## config.mk

```make
export PLATFORM = sky130hd
export DESIGN_NAME = nvs_top
export DESIGN_NICKNAME = d
export VERILOG_FILES = /design/src/hdl/nvs_pkg.sv /design/src/hdl/nvs_fifo_if.sv /design/src/hdl/nvs_fifo.sv /design/src/hdl/nvs_top.sv
export SDC_FILE = /design/constraint.sdc
export NUM_CORES = 1
export LEC_CHECK = 0
export BUFFER_PORTS_ARGS = -buffer_cell sky130_fd_sc_hd__buf_2
export CORE_ASPECT_RATIO = 0.6
export CORE_MARGIN = 5
export CORE_UTILIZATION = 40
export DETAILED_ROUTE_END_ITERATION = 6
export HOLD_SLACK_MARGIN = 0.05
export SYNTH_ARGS = -nofsm -noshare
export SYNTH_HDL_FRONTEND = slang
export SYNTH_HIERARCHICAL = 1
export SYNTH_SLANG_ARGS = --single-unit
```

## constraint.sdc

```tcl
create_clock -name mclk -period 8.8 [get_ports mclk]
set_input_delay 0.88 -clock mclk [delete_from_list [all_inputs] [get_ports mclk]]
set_output_delay 0.88 -clock mclk [all_outputs]
set_load 0.1 [all_outputs]
```

## src/hdl/nvs_pkg.sv

```systemverilog
package nvs_pkg;
  // pin and array geometry
  localparam int ADDR_W = 12;
  localparam int BANK_W = 2;
  localparam int COL_W = 8;
  localparam int ROW_W = 12;
  localparam int ARR_W = BANK_W + ROW_W + COL_W;
  localparam int NUM_BANKS = 4;
  localparam logic [ROW_W-1:0] ROW_MASK_X16 = 12'hFFF;
  localparam logic [ROW_W-1:0] ROW_MASK_X32 = 12'h7FF;
  // working mode register layout
  localparam int MODE_W = 12;
  localparam int BL_LSB = 0;
  localparam int BL_W = 3;
  localparam int BT_BIT = 3;
  localparam int LAT_LSB = 4;
  localparam int LAT_W = 3;
  localparam int OPM_LSB = 7;
  localparam int OPM_W = 2;
  localparam int WBM_BIT = 9;
  localparam logic [MODE_W-1:0] MODE_RESET = 12'h020;
  localparam logic [MODE_W-1:0] NV_MODE_RESET = 12'h020;
  localparam logic [OPM_W-1:0] OPM_NORMAL = 2'h0;
  // burst length codes
  localparam logic [BL_W-1:0] BL_1 = 3'h0;
  localparam logic [BL_W-1:0] BL_2 = 3'h1;
  localparam logic [BL_W-1:0] BL_4 = 3'h2;
  localparam logic [BL_W-1:0] BL_8 = 3'h3;
  localparam logic [BL_W-1:0] BL_FULL = 3'h7;
  // command sequence codes
  localparam logic [7:0] CODE_INIT = 8'hA0;
  localparam logic [7:0] CODE_PROG_SETUP = 8'h40;
  localparam logic [7:0] CODE_PROG_NVMODE = 8'hC0;
  // status
  localparam int STATUS_READY_BIT = 7;
  // initialization time
  localparam int INIT_TIME_NS = 100_000;
  localparam int CLK_PERIOD_NS = 4;
  localparam int INIT_CYCLES = INIT_TIME_NS / CLK_PERIOD_NS;
  // buffering
  localparam int FIFO_DEPTH = 16;

  typedef enum logic [2:0] {
    ST_PWRDN = 3'b000,
    ST_INIT = 3'b001,
    ST_IDLE = 3'b010,
    ST_READ = 3'b011,
    ST_WRITE = 3'b100
  } nvs_state_t;

  typedef enum logic [2:0] {
    C_NOP = 3'b000,
    C_ACT = 3'b001,
    C_RD = 3'b010,
    C_WR = 3'b011,
    C_BT = 3'b100,
    C_LCR = 3'b101,
    C_LMR = 3'b110
  } nvs_cmd_t;

  // pins in order cs, ras, cas, we (all active low)
  function automatic nvs_cmd_t nvsDecode(input logic [3:0] pins);
    nvs_cmd_t c;
    c = C_NOP;
    unique case (pins)
      4'b0011: c = C_ACT;
      4'b0101: c = C_RD;
      4'b0100: c = C_WR;
      4'b0110: c = C_BT;
      4'b0001: c = C_LCR;
      4'b0000: c = C_LMR;
      default: c = C_NOP;
    endcase
    return c;
  endfunction : nvsDecode

  // offset mask of the wrap block; reserved codes act as length one
  function automatic logic [COL_W-1:0] nvsLenMask(input logic [BL_W-1:0] code);
    logic [COL_W-1:0] m;
    m = 8'h00;
    unique case (code)
      BL_2: m = 8'h01;
      BL_4: m = 8'h03;
      BL_8: m = 8'h07;
      BL_FULL: m = 8'hFF;
      default: m = 8'h00;
    endcase
    return m;
  endfunction : nvsLenMask

  // column of beat i inside the block selected by the upper start bits
  function automatic logic [COL_W-1:0] nvsColOf(input logic [COL_W-1:0] start,
                                                input logic [COL_W-1:0] i,
                                                input logic [COL_W-1:0] mask,
                                                input logic inter);
    logic [COL_W-1:0] off;
    off = 8'h00;
    if (inter) begin
      off = (start ^ i) & mask;
    end else begin
      off = COL_W'(start + i) & mask;
    end
    return (start & ~mask) | off;
  endfunction : nvsColOf
endpackage : nvs_pkg

```

## src/hdl/nvs_fifo_if.sv

```systemverilog
`timescale 1ns/100ps
interface nvs_fifo_if #(parameter int WIDTH = 16);
  logic inValid;
  logic inReady;
  logic [WIDTH-1:0] inData;
  logic outValid;
  logic outReady;
  logic [WIDTH-1:0] outData;
  modport fifo(input inValid, input inData, input outReady,
               output inReady, output outValid, output outData);
  modport user(output inValid, output inData, output outReady,
               input inReady, input outValid, input outData);
endinterface : nvs_fifo_if

```

## src/hdl/nvs_fifo.sv

```systemverilog
`timescale 1ns/100ps
module nvs_fifo #(
  parameter int WIDTH = 16,
  parameter int DEPTH = 16
) (
  // clock and reset
  input wire logic mclk,
  input wire logic rst_b,
  // both sides
  nvs_fifo_if.fifo fif
);
  import nvs_pkg::*;
  // depth must be a power of two
  localparam int AW = $clog2(DEPTH);
  logic [WIDTH-1:0] mem [DEPTH];
  logic [AW:0] wp_q;
  logic [AW:0] rp_q;
  logic [AW:0] count;
  logic outValid_q;
  logic [WIDTH-1:0] outData_q;
  logic push;
  logic load;

  assign count = wp_q - rp_q;
  assign fif.inReady = (count != (AW + 1)'(DEPTH));
  assign push = fif.inValid && fif.inReady;
  assign load = (count != '0) && (!outValid_q || fif.outReady);
  assign fif.outValid = outValid_q;
  assign fif.outData = outData_q;

  always_ff @(posedge mclk) begin
    if (push) begin
      mem[wp_q[AW-1:0]] <= fif.inData;
    end
  end

  always_ff @(posedge mclk or negedge rst_b) begin
    if (!rst_b) begin
      wp_q <= '0;
      rp_q <= '0;
    end else begin
      if (push) begin
        wp_q <= wp_q + 1'b1;
      end
      if (load) begin
        rp_q <= rp_q + 1'b1;
      end
    end
  end

  // read data leave through a register
  always_ff @(posedge mclk or negedge rst_b) begin
    if (!rst_b) begin
      outValid_q <= 1'b0;
      outData_q <= '0;
    end else if (load) begin
      outValid_q <= 1'b1;
      outData_q <= mem[rp_q[AW-1:0]];
    end else if (fif.outReady) begin
      outValid_q <= 1'b0;
    end
  end
endmodule : nvs_fifo

```

## src/hdl/nvs_top.sv

```systemverilog
`timescale 1ns/100ps
module nvs_top #(
  parameter int DQ_W = 16,
  parameter int INIT_CYCLES = nvs_pkg::INIT_CYCLES
) (
  // clock and reset
  input wire logic mclk,
  input wire logic rst_b,
  // command and address pins
  input wire logic csN,
  input wire logic rasN,
  input wire logic casN,
  input wire logic weN,
  input wire logic bank_select_0,
  input wire logic bank_select_1,
  input wire logic [nvs_pkg::ADDR_W-1:0] addr,
  input wire logic power_down_reset_n,
  // data pins
  input wire logic [DQ_W-1:0] dqIn,
  output logic [DQ_W-1:0] dqOut,
  output logic dqOeN,
  // array side
  output logic arrayReq,
  output logic arrayWe,
  output logic [nvs_pkg::ARR_W-1:0] arrayAddr,
  output logic [DQ_W-1:0] arrayWrData,
  input wire logic arrayRdValid,
  input wire logic [DQ_W-1:0] arrayRdData,
  // status
  output logic statusReady
);
  import nvs_pkg::*;

  localparam int INIT_CW = $clog2(INIT_CYCLES + 1);
  localparam logic [ROW_W-1:0] ROW_MASK = (DQ_W == 32) ? ROW_MASK_X32 : ROW_MASK_X16;

  nvs_cmd_t cmd_q;
  logic [BANK_W-1:0] ba_q;
  logic [ADDR_W-1:0] a_q;
  logic [DQ_W-1:0] d_q;
  logic pdrMeta_q;
  logic pdrSync_q;
  logic pdrLast_q;
  nvs_state_t state_q;
  logic [INIT_CW-1:0] initCnt_q;
  logic [MODE_W-1:0] modeReg_q;
  logic [MODE_W-1:0] nvMode_q;
  logic progSetup_q;
  logic [ROW_W-1:0] openRow_q [NUM_BANKS];
  logic [BANK_W-1:0] bank_q;
  logic [COL_W-1:0] colStart_q;
  logic [COL_W-1:0] beat_q;
  logic [LAT_W-1:0] latCnt_q;
  logic [DQ_W-1:0] dqOut_q;
  logic dqOeN_q;
  logic arrayReq_q;
  logic arrayWe_q;
  logic [ARR_W-1:0] arrayAddr_q;
  logic [DQ_W-1:0] arrayWrData_q;
  logic statusReady_q;

  logic pdrRise;
  logic codeValid;
  logic [7:0] code;
  logic startInit;
  logic normalMode;
  logic fullPage;
  logic [COL_W-1:0] rdMask;
  logic [COL_W-1:0] wrMask;
  logic rdInter;
  logic wrInter;
  logic issue;
  logic rdLast;
  logic wrLast;
  logic pop;

  nvs_fifo_if #(.WIDTH(DQ_W)) fifoIf ();

  nvs_fifo #(.WIDTH(DQ_W), .DEPTH(FIFO_DEPTH)) uFifo (
    .mclk(mclk),
    .rst_b(rst_b),
    .fif(fifoIf)
  );

  // command pins are synchronous to mclk, so one register stage suffices
  always_ff @(posedge mclk or negedge rst_b) begin
    if (!rst_b) begin
      cmd_q <= C_NOP;
      ba_q <= '0;
      a_q <= '0;
      d_q <= '0;
    end else begin
      cmd_q <= nvsDecode({csN, rasN, casN, weN});
      ba_q <= {bank_select_1, bank_select_0};
      a_q <= addr;
      d_q <= dqIn;
    end
  end

  // the reset pin may move at any time, so it is synchronised
  always_ff @(posedge mclk or negedge rst_b) begin
    if (!rst_b) begin
      pdrMeta_q <= 1'b0;
      pdrSync_q <= 1'b0;
      pdrLast_q <= 1'b0;
    end else begin
      pdrMeta_q <= power_down_reset_n;
      pdrSync_q <= pdrMeta_q;
      pdrLast_q <= pdrSync_q;
    end
  end

  assign pdrRise = pdrSync_q && !pdrLast_q;
  assign codeValid = (cmd_q == C_LCR) || ((cmd_q == C_WR) && !progSetup_q);
  assign code = (cmd_q == C_LCR) ? a_q[7:0] : d_q[7:0];
  assign startInit = pdrRise || (pdrSync_q && codeValid && (code == CODE_INIT));
  assign normalMode = (modeReg_q[OPM_LSB +: OPM_W] == OPM_NORMAL);
  assign fullPage = (modeReg_q[BL_LSB +: BL_W] == BL_FULL);
  assign rdMask = nvsLenMask(modeReg_q[BL_LSB +: BL_W]);
  // a full-page read has no interleaved form and length one ignores the type bit
  assign rdInter = modeReg_q[BT_BIT] && !fullPage;
  assign wrInter = modeReg_q[BT_BIT];
  assign wrMask = modeReg_q[WBM_BIT] ? 8'h00 : (fullPage ? 8'h07 : rdMask);
  assign issue = (state_q == ST_READ) && fifoIf.inReady && (cmd_q != C_BT);
  assign rdLast = !fullPage && (beat_q == rdMask);
  assign wrLast = (beat_q == wrMask);
  assign pop = fifoIf.outValid && (latCnt_q == '0);

  assign fifoIf.inValid = arrayRdValid;
  assign fifoIf.inData = arrayRdData;
  assign fifoIf.outReady = (latCnt_q == '0);

  always_ff @(posedge mclk or negedge rst_b) begin
    if (!rst_b) begin
      state_q <= ST_PWRDN;
    end else if (!pdrSync_q) begin
      state_q <= ST_PWRDN;
    end else if (startInit) begin
      state_q <= ST_INIT;
    end else begin
      unique case (state_q)
        ST_PWRDN: state_q <= ST_PWRDN;
        ST_INIT: begin
          if (initCnt_q == INIT_CW'(INIT_CYCLES - 1)) begin
            state_q <= ST_IDLE;
          end
        end
        ST_IDLE: begin
          if (cmd_q == C_RD && normalMode) begin
            state_q <= ST_READ;
          end else if (cmd_q == C_WR && progSetup_q && wrMask != 8'h00) begin
            state_q <= ST_WRITE;
          end
        end
        ST_READ: begin
          if (cmd_q == C_BT) begin
            state_q <= ST_IDLE;
          end else if (cmd_q == C_RD && normalMode) begin
            state_q <= ST_READ;
          end else if (issue && rdLast) begin
            state_q <= ST_IDLE;
          end
        end
        ST_WRITE: begin
          if (wrLast) begin
            state_q <= ST_IDLE;
          end
        end
        default: state_q <= ST_PWRDN;
      endcase
    end
  end

  always_ff @(posedge mclk or negedge rst_b) begin
    if (!rst_b) begin
      initCnt_q <= '0;
    end else if (startInit || state_q != ST_INIT) begin
      initCnt_q <= '0;
    end else begin
      initCnt_q <= initCnt_q + 1'b1;
    end
  end

  always_ff @(posedge mclk or negedge rst_b) begin
    if (!rst_b) begin
      statusReady_q <= 1'b0;
    end else begin
      statusReady_q <= pdrSync_q && !startInit && (state_q != ST_INIT)
                       && (state_q != ST_PWRDN);
    end
  end

  always_ff @(posedge mclk or negedge rst_b) begin
    if (!rst_b) begin
      modeReg_q <= MODE_RESET;
    end else if (startInit) begin
      modeReg_q <= nvMode_q;
    end else if (cmd_q == C_LMR && state_q == ST_IDLE) begin
      modeReg_q <= a_q[MODE_W-1:0];
    end
  end

  // a flop stands in for the nonvolatile cell; it only survives while powered
  always_ff @(posedge mclk or negedge rst_b) begin
    if (!rst_b) begin
      nvMode_q <= NV_MODE_RESET;
    end else if (state_q == ST_IDLE && codeValid && code == CODE_PROG_NVMODE) begin
      nvMode_q <= modeReg_q;
    end
  end

  always_ff @(posedge mclk or negedge rst_b) begin
    if (!rst_b) begin
      progSetup_q <= 1'b0;
    end else if (state_q != ST_IDLE) begin
      progSetup_q <= 1'b0;
    end else if (cmd_q == C_WR && progSetup_q) begin
      progSetup_q <= 1'b0;
    end else if (codeValid && code == CODE_PROG_SETUP) begin
      progSetup_q <= 1'b1;
    end
  end

  always_ff @(posedge mclk or negedge rst_b) begin
    if (!rst_b) begin
      openRow_q <= '{default: '0};
    end else if (cmd_q == C_ACT && (state_q == ST_IDLE || state_q == ST_READ)) begin
      openRow_q[ba_q] <= a_q & ROW_MASK;
    end
  end

  // a new READ restarts the burst; the row comes from the bank's last ACTIVE
  always_ff @(posedge mclk or negedge rst_b) begin
    if (!rst_b) begin
      bank_q <= '0;
      colStart_q <= '0;
      beat_q <= '0;
    end else if ((cmd_q == C_RD && normalMode && (state_q == ST_IDLE || state_q == ST_READ))
                 || (cmd_q == C_WR && progSetup_q && state_q == ST_IDLE)) begin
      bank_q <= ba_q;
      colStart_q <= a_q[COL_W-1:0];
      beat_q <= (cmd_q == C_WR) ? 8'h01 : 8'h00;
    end else if (issue || state_q == ST_WRITE) begin
      beat_q <= beat_q + 8'h01;
    end
  end

  always_ff @(posedge mclk or negedge rst_b) begin
    if (!rst_b) begin
      arrayReq_q <= 1'b0;
      arrayWe_q <= 1'b0;
      arrayAddr_q <= '0;
      arrayWrData_q <= '0;
    end else if (state_q == ST_IDLE && cmd_q == C_WR && progSetup_q) begin
      arrayReq_q <= 1'b0;
      arrayWe_q <= 1'b1;
      arrayAddr_q <= {ba_q, openRow_q[ba_q], nvsColOf(a_q[COL_W-1:0], 8'h00, wrMask, wrInter)};
      arrayWrData_q <= d_q;
    end else if (state_q == ST_WRITE) begin
      arrayReq_q <= 1'b0;
      arrayWe_q <= 1'b1;
      arrayAddr_q <= {bank_q, openRow_q[bank_q],
                      nvsColOf(colStart_q, beat_q, wrMask, wrInter)};
      arrayWrData_q <= d_q;
    end else if (issue) begin
      arrayReq_q <= 1'b1;
      arrayWe_q <= 1'b0;
      arrayAddr_q <= {bank_q, openRow_q[bank_q],
                      nvsColOf(colStart_q, beat_q, rdMask, rdInter)};
    end else begin
      arrayReq_q <= 1'b0;
      arrayWe_q <= 1'b0;
    end
  end

  // latency counts from the registered READ; a short setting cannot beat the array path
  always_ff @(posedge mclk or negedge rst_b) begin
    if (!rst_b) begin
      latCnt_q <= '0;
    end else if (cmd_q == C_RD && normalMode && (state_q == ST_IDLE || state_q == ST_READ)) begin
      latCnt_q <= modeReg_q[LAT_LSB +: LAT_W];
    end else if (latCnt_q != '0) begin
      latCnt_q <= latCnt_q - 1'b1;
    end
  end

  always_ff @(posedge mclk or negedge rst_b) begin
    if (!rst_b) begin
      dqOut_q <= '0;
      dqOeN_q <= 1'b1;
    end else begin
      dqOeN_q <= !pop;
      if (pop) begin
        dqOut_q <= fifoIf.outData;
      end
    end
  end

  assign dqOut = dqOut_q;
  assign dqOeN = dqOeN_q;
  assign arrayReq = arrayReq_q;
  assign arrayWe = arrayWe_q;
  assign arrayAddr = arrayAddr_q;
  assign arrayWrData = arrayWrData_q;
  assign statusReady = statusReady_q;
endmodule : nvs_top
```

; Word level (Yosys, flattened, before mapping)
; Memories as Yosys holds them, arrays and structs flattened. A register that Yosys moved wholly into a read port is not among the register bits.
; Index checks and enable logic that the tools add are counted.
[totals]
output_inout_bits = 58
latchBits = 0
ram_bits = 256
register_bits = 217
mem_bits_ro = 0
elab_cells = 204
mem_count = 1
[mem_list]
columns = memory, depth, word_bits, rd, rd_clocked_by_memory_dff, write_ports, line
row1 = uFifo.mem, 16, 16, 1, 1, 1, nvs_fifo.sv:15  ; logic [WIDTH-1:0] mem [DEPTH];
[classes]
n_eq_ne = 33
n_shift = 0
bitwise = 16
muxes = 57
reduce_logical = 57
mul = 0
addsub = 7
n_lt_le_gt_ge = 3
div = 0
[op_table]
columns = operator, n
row1 = $mux 8, 13
row2 = $mux 12, 7
row3 = $mux 22, 3
row4 = $and 8x8->8, 8
row5 = $bmux 12 s2, 2
row6 = $bwmux 48, 1
row7 = $mux 3, 11
row8 = $mux 16, 2
row9 = $pmux 8 s4, 1
row10 = $logic_and 1x1->1, 28
row11 = $demux 12 s2, 1
row12 = $or 8x8->8, 3
row13 = $eq 3x2->1 const B, 6
row14 = $pmux 3 s6, 1
row15 = $eq 8x8->1, 2
row16 = $eq 8x8->1 const B, 2
row17 = $not 8->8, 2
row18 = $add 15x1->15 const B, 1
row19 = $eq 15x15->1 const B, 1
row20 = $eq 3x3->1 const B, 5
row21 = $mux 15, 1
row22 = $mux 1, 13
row23 = $eq 4x3->1 const B, 3
row24 = $pmux 3 s4, 1
row25 = 30 further kinds, 55

; Logic depth before layout (Yosys ltp)
[logic_depth]
word_depth = 11
ltp_mapped = 15
ltp_nobuf = 12

; Hierarchy
; Netlist, hierarchy kept.
[modules_own_cells]
columns = module, n_inst, cells_each, seq_area_each_um2, area_each_um2
row1 = nvs_fifo, 1, 565, 8363.0, 11207.0
row2 = nvs_top, 1, 775, 5058.6, 9203.8

; Worst setup path after synthesis
; OpenSTA, ideal clock, no wires.
[synth_path]
path_type = flip-flop to flip-flop
startpoint = register uFifo.rp_q[2]
endpoint = memory uFifo.mem[3][0] (enable)
n_path_buf = 3
t_required_ns = 8.391
setup_time_ns = 0.409
slack_ns = 4.903
arrival_time_ns = 3.487
path_stages_with_launch = 12
synth_period_minus_slack_ns = 3.897
path_cell_list = dfrtp_1 > buf_2 > buf_2 > clkinv_1 > clkbuf_1 > ha_1 > or2_1 > o22ai_2 > xor2_2 > a41oi_2 > nand2_1 > nor3_1
[synth_between]
elab_chain_cells = 5
[synth_lines]
columns = item, line
row1 = "start, declared", nvs_fifo.sv:17  ; logic [AW:0] rp_q;
row2 = "start signal, assigned", nvs_fifo.sv:46  ; rp_q <= rp_q + 1'b1;
row3 = $sub 5x5->5, nvs_fifo.sv:24  ; assign count = wp_q - rp_q;
row4 = $ne 5x5->1, nvs_fifo.sv:25  ; assign fif.inReady = (count != (AW + 1)'(DEPTH));
row5 = $logic_and 1x1->1, nvs_fifo.sv:26  ; assign push = fif.inValid && fif.inReady;
row6 = $mux 1, nvs_fifo.sv:32  ; if (push) begin
row7 = $mux 1 (not written as such), nvs_fifo.sv:33  ; mem[wp_q[AW-1:0]] <= fif.inData;
row8 = "end, declared", nvs_fifo.sv:15
; Every way passes these cells.

; Final worst setup path
[layout_path]
startpoint = register uFifo.rp_q[3]
endpoint = register beat_q[0]
[layout_between]
elab_chain_cells = 6
[layout_lines]
columns = item, line
row1 = $sub 5x5->5, nvs_fifo.sv:24
row2 = $ne 5x5->1, nvs_fifo.sv:25
row3 = via fifoIf.inReady, nvs_fifo_if.sv:4  ; logic inReady;
row4 = $logic_and 1x1->1 (2 in a row), nvs_top.sv:124  ; assign issue = (state_q == ST_READ) && fifoIf.inReady && (cmd_q != C_BT);
row5 = $logic_or 1x1->1, nvs_top.sv:243  ; end else if (issue || state_q == ST_WRITE) begin
row6 = $reduce_bool 2->1 (no source line), -
row7 = "end signal, assigned", nvs_top.sv:242  ; beat_q <= (cmd_q == C_WR) ? 8'h01 : 8'h00;
row8 = "end signal, assigned", nvs_top.sv:244  ; beat_q <= beat_q + 8'h01;
row9 = "end, declared", nvs_top.sv:52  ; logic [COL_W-1:0] beat_q;
; The timed path passes the listed nets, and every way through them passes these cells.
; A chain may end at the register's enable or synchronous reset.

==> flow_summary.html <==
<table>
<tr><th>Metric</th><th>Value</th></tr>
<tr><th colspan="2">STA</th></tr>
<tr><td>Final min period</td><td>4.22 ns</td></tr>
<tr><td>Worst slew pin tran</td><td>1.14 ns</td></tr>
<tr><td>Unrepaired setup endpoints after global routing</td><td>no</td></tr>
<tr><td>Max Slew Vio Count</td><td>0</td></tr>
<tr><td>Part of the cycle the worst path needs</td><td>0.479</td></tr>
<tr><td>Setup TNS</td><td>0 ns</td></tr>
<tr><td>Worst relative slew slack</td><td>0.236</td></tr>
<tr><td>Highest attainable clock frequency</td><td>237 MHz</td></tr>
<tr><td>Total count of hold-check failures in the final report</td><td>0</td></tr>
<tr><td>Final number of setup-violating endpoints</td><td>0</td></tr>
<tr><td>Clock skew</td><td>0.0293 ns</td></tr>
<tr><th colspan="2">Finish</th></tr>
<tr><td>Number of nets in the layout</td><td>1,532</td></tr>
<tr><td>Final core utilization</td><td>0.459</td></tr>
<tr><td>Count of placed standard cells in the final layout, fillers left out</td><td>2,190</td></tr>
<tr><td>Layout overhead on the synthesized area</td><td>14.1%</td></tr>
<tr><td>Layout cell share with drive strength beyond 1</td><td>0.293</td></tr>
<tr><td>Final design area excluding fillers</td><td>23,300 µm²</td></tr>
<tr><th colspan="2">Logic synthesis</th></tr>
<tr><td>Average footprint of a synthesized cell</td><td>15.2 µm²</td></tr>
<tr><td>Share of async-settable or async-resettable flops after synthesis</td><td>0.472</td></tr>
<tr><td>Dominant synthesized flop cell</td><td>edfxtp_1</td></tr>
<tr><td>Synthesized instance count</td><td>1,340</td></tr>
<tr><td>Sequential cell area fraction in the yosys report</td><td>0.658</td></tr>
<tr><td>Net count after synthesis</td><td>1,415</td></tr>
<tr><td>Number of distinct standard cells referenced by the synthesized netlist</td><td>77</td></tr>
<tr><td>Syn. warnings</td><td>6</td></tr>
<tr><td>Post-synthesis sequential element count</td><td>485</td></tr>
<tr><td>Area of the mapped netlist</td><td>20,400 µm²</td></tr>
<tr><td>Count of flip-flops with a built-in enable after synthesis</td><td>256</td></tr>
<tr><th colspan="2">Floorplanning</th></tr>
<tr><td>Boundary pin count</td><td>112</td></tr>
<tr><td>Starting utilization of the core area</td><td>0.403</td></tr>
<tr><td>Width of the die</td><td>302 µm</td></tr>
<tr><td>Std-Cell Core Area</td><td>50,700 µm²</td></tr>
<tr><td>DIE AREA</td><td>55,800 µm²</td></tr>
<tr><td>Placement row count</td><td>64</td></tr>
<tr><td>Die Y</td><td>185 µm</td></tr>
<tr><th colspan="2">Clock tree</th></tr>
<tr><td>Resize count post-CTS</td><td>0</td></tr>
<tr><td>Number of hold-repair buffers added at the cts stage</td><td>0</td></tr>
<tr><td>Clk Tree Root Cell</td><td>clkbuf_16</td></tr>
<tr><td>Max Buffers Root-to-Sink</td><td>3</td></tr>
<tr><td>Clock-pin slew of the registers on the worst-case setup and hold paths</td><td>0.06 ns</td></tr>
<tr><td>Clock Sink Count</td><td>485</td></tr>
<tr><td>Num CTS Buffers</td><td>47</td></tr>
<tr><td>Clock tree from TritonCTS</td><td>yes</td></tr>
<tr><td>CTS HTree Levels</td><td>2</td></tr>
<tr><td>Post-CTS setup repair buffer count</td><td>0</td></tr>
<tr><td>Source-to-sink clock delay at the later pin of the worst-skew pair</td><td>0.58 ns</td></tr>
<tr><th colspan="2">Placement</th></tr>
<tr><td>Placement Cell Area</td><td>21,700 µm²</td></tr>
<tr><td>Final weighted congestion in routability-driven placement</td><td>0.849</td></tr>
<tr><td>DPL Wire Length</td><td>31,600 µm</td></tr>
<tr><td>Number of buffers inserted by port buffering</td><td>111</td></tr>
<tr><td>Number of cells in the design after placement</td><td>2,101</td></tr>
<tr><th colspan="2">Global routing</th></tr>
<tr><td>Gr ovfl total</td><td>0</td></tr>
<tr><td>Via count of the first global-routing pass</td><td>11,900</td></tr>
<tr><td>Overall track demand over capacity in global routing</td><td>0.175</td></tr>
<tr><td>Maximum number of pins on one net before global-route repair</td><td>96</td></tr>
<tr><td>First-pass GRT wire length</td><td>74,200 µm</td></tr>
<tr><td>Number of antenna violations at the first check in global routing</td><td>0</td></tr>
<tr><th colspan="2">Routing</th></tr>
<tr><td>Avg WL per Cell</td><td>22.2 µm</td></tr>
<tr><td>Post-detailed-routing wire length</td><td>48,600 µm</td></tr>
<tr><td>Post-DR vias/cell</td><td>5.37</td></tr>
<tr><td>Antenna Nets Post-Route</td><td>0</td></tr>
<tr><td>Router iterations before antenna repair</td><td>7</td></tr>
<tr><td>1st-iter DRT viols</td><td>904</td></tr>
<tr><td>DRC violations left</td><td>3</td></tr>
<tr><td>Via count</td><td>11,800</td></tr>
<tr><th colspan="2">Worst setup path</th></tr>
<tr><td>Critical R2R Launch</td><td>uFifo/rp_q[3]$_DFFE_PN0P_</td></tr>
<tr><td>Critical Path Sink Type</td><td>register</td></tr>
<tr><td>Start-to-end type of the worst setup path</td><td>reg -&gt; reg</td></tr>
<tr><td>Arrival time of data at the critical path endpoint</td><td>4.61 ns</td></tr>
<tr><td>Minimum setup slack among reg-to-reg paths</td><td>4.58 ns</td></tr>
<tr><td>Critical path data required time</td><td>9.20 ns</td></tr>
<tr><td>Worst reg2reg endpoint</td><td>beat_q[0]$_DFFE_PN0P_</td></tr>
<tr><td>Largest fanout on the critical path</td><td>36</td></tr>
<tr><td>Worst r2r path cells</td><td>11</td></tr>
<tr><td>Startpoint types</td><td>register</td></tr>
<tr><th colspan="2">Power and ir drop</th></tr>
<tr><td>Peak supply drop</td><td>0.180 mV</td></tr>
<tr><td>Power Total</td><td>7.47 mW</td></tr>
<tr><td>PD cells</td><td>321 nW/µm²</td></tr>
<tr><td>Static leakage</td><td>9.04 nW</td></tr>
<tr><th colspan="2">Job</th></tr>
<tr><td>Maximum capacitance violations</td><td>0</td></tr>
<tr><th colspan="2">Outcome</th></tr>
<tr><td>Result of the run</td><td>finished, violations left</td></tr>
<tr><td>Violated checks</td><td>DRC</td></tr>
<tr><th colspan="2">Min path</th></tr>
<tr><td>Worst Hold Class</td><td>in -&gt; async</td></tr>
</table>
[logic make-up (layout without fill, tap and decap cells)]
| kind of cell | count (synthesis) | after routing | share of synthesized area |
|---|---|---|---|
| compound gates | 141 | 141 | 0.0451 |
| buf+inv | 89 | 245 | 0.0211 |
| fa+ha+maj | 21 | 21 | 0.0132 |
| simple gates | 362 | 362 | 0.0831 |
| other cells | 0 | 1 | 0 |
| mux | 207 | 207 | 0.165 |
| flops | 485 | 485 | 0.658 |
| xor+xnor | 35 | 35 | 0.0154 |
[layout by cell type (no fill, tap or decap), types with 17 or more instances in the layout]
cell type	Yosys	routed
inv_1	20	20
clkbuf_16	0	47
o21ai_0	47	47
nor2_1	73	69
mux4_2	88	88
ha_1	20	20
dfrtp_1	226	223
buf_2	17	110
mux2_2	92	92
buf_4	10	24
edfxtp_1	256	256
a21oi_1	18	17
nand3_1	20	20
a31oi_1	33	33
xnor2_1	20	20
and3_1	27	27
nand2_1	171	171
[synthesized netlist by cell type (14+ instances only)]
library cell    n  area (µm²)
a21oi_1        18        90.1
a31oi_1        33         206
and3_1         27         169
buf_2          17        85.1
clkbuf_1       33         124
dfrtp_1       226        5660
edfxtp_1      256        7690
ha_1           20         250
inv_1          20        75.1
mux2_2         92        1040
mux2_4         14         210
mux4_2         88        1980
nand2_1       171         642
nand3_1        20         100
nor2_1         73         274
o21ai_0        47         235
xnor2_1        20         175
xor2_1         14         123
[cell type report]
type	count	area, µm²
fillers	4409	27400
flip-flops and latches	485	13400
multi-input cells	766	6610
clock buffers	66	1350
well taps	693	867
repair buffers	135	746
clock inverters	22	208
inverters	22	82.6
diodes	1	2.50
[critical path: stages, from the launching register on]
cell and delay [ns]:
dfrtp_1 0.88, inv_1 0.50, ha_1 0.52, a21o_1 0.20, o21ai_0 0.34, nand2_1 0.13
nand3_1 0.14, o2111a_1 0.29, nand2b_1 0.33, buf_4 0.43, xnor2_1 0.16, o21ai_0 0.09
[power breakdown]
part | switching [mW] | leakage (nW) | internal (mW)
sequential | 0.259 | 5.26 | 2.73
combinational | 1.64 | 3.02 | 0.823
clock | 0.879 | 0.766 | 1.14
total | 2.78 | 9.04 | 4.69
[sequential cells by signal, summed over array words and instances, names as in the netlist, 2 cells and up]
signal             cells
nvMode_q              10
d_q                   16
colStart_q             8
bank_q                 2
uFifo/mem            256
openRow_q             48
cmd_q                  3
uFifo/fif.outData     16
uFifo/rp_q             5
dqOut                 16
modeReg_q             10
ba_q                   2
latCnt_q               3
uFifo/wp_q             5
state_q                3
a_q                   12
arrayWrData           16
beat_q                 8
initCnt_q             15
arrayAddr             22
[routing by layer]
layer | GRT usage | vias to the layer above | wire (µm)
li1 | - | 5267 | -
met1 | 0.282 | 6137 | 24200
met2 | 0.239 | 311 | 20000
met3 | 0.0422 | 48 | 3600
met4 | 0.0370 | 0 | 792
met5 | 0 | - | 0
[stage by stage]
step                hold slack (ns)  setup slack [ns]
detailed placement            0.342              4.60
floorplan                     0.331              4.90
global placement              0.340              4.70
CTS                           0.333              4.57
global route                  0.372              4.30
finish                        0.329              4.58
[worst max path at each step]
stage	to	cells past startpoint	startpoint
2_1_floorplan	uFifo/mem[3][0]$_DFFE_PP_	11	uFifo/rp_q[2]$_DFFE_PN0P_
3_3_place_gp	beat_q[0]$_DFFE_PN0P_	11	uFifo/rp_q[3]$_DFFE_PN0P_
3_5_place_dp	arrayAddr[3]$_DFFE_PN0P_	11	uFifo/rp_q[3]$_DFFE_PN0P_
4_1_cts	arrayAddr[4]$_DFFE_PN0P_	11	uFifo/rp_q[3]$_DFFE_PN0P_
5_1_grt	arrayAddr[3]$_DFFE_PN0P_	11	uFifo/rp_q[3]$_DFFE_PN0P_
6_report	beat_q[0]$_DFFE_PN0P_	11	uFifo/rp_q[3]$_DFFE_PN0P_
No activity file was read; power rests on OpenSTA's default activity.
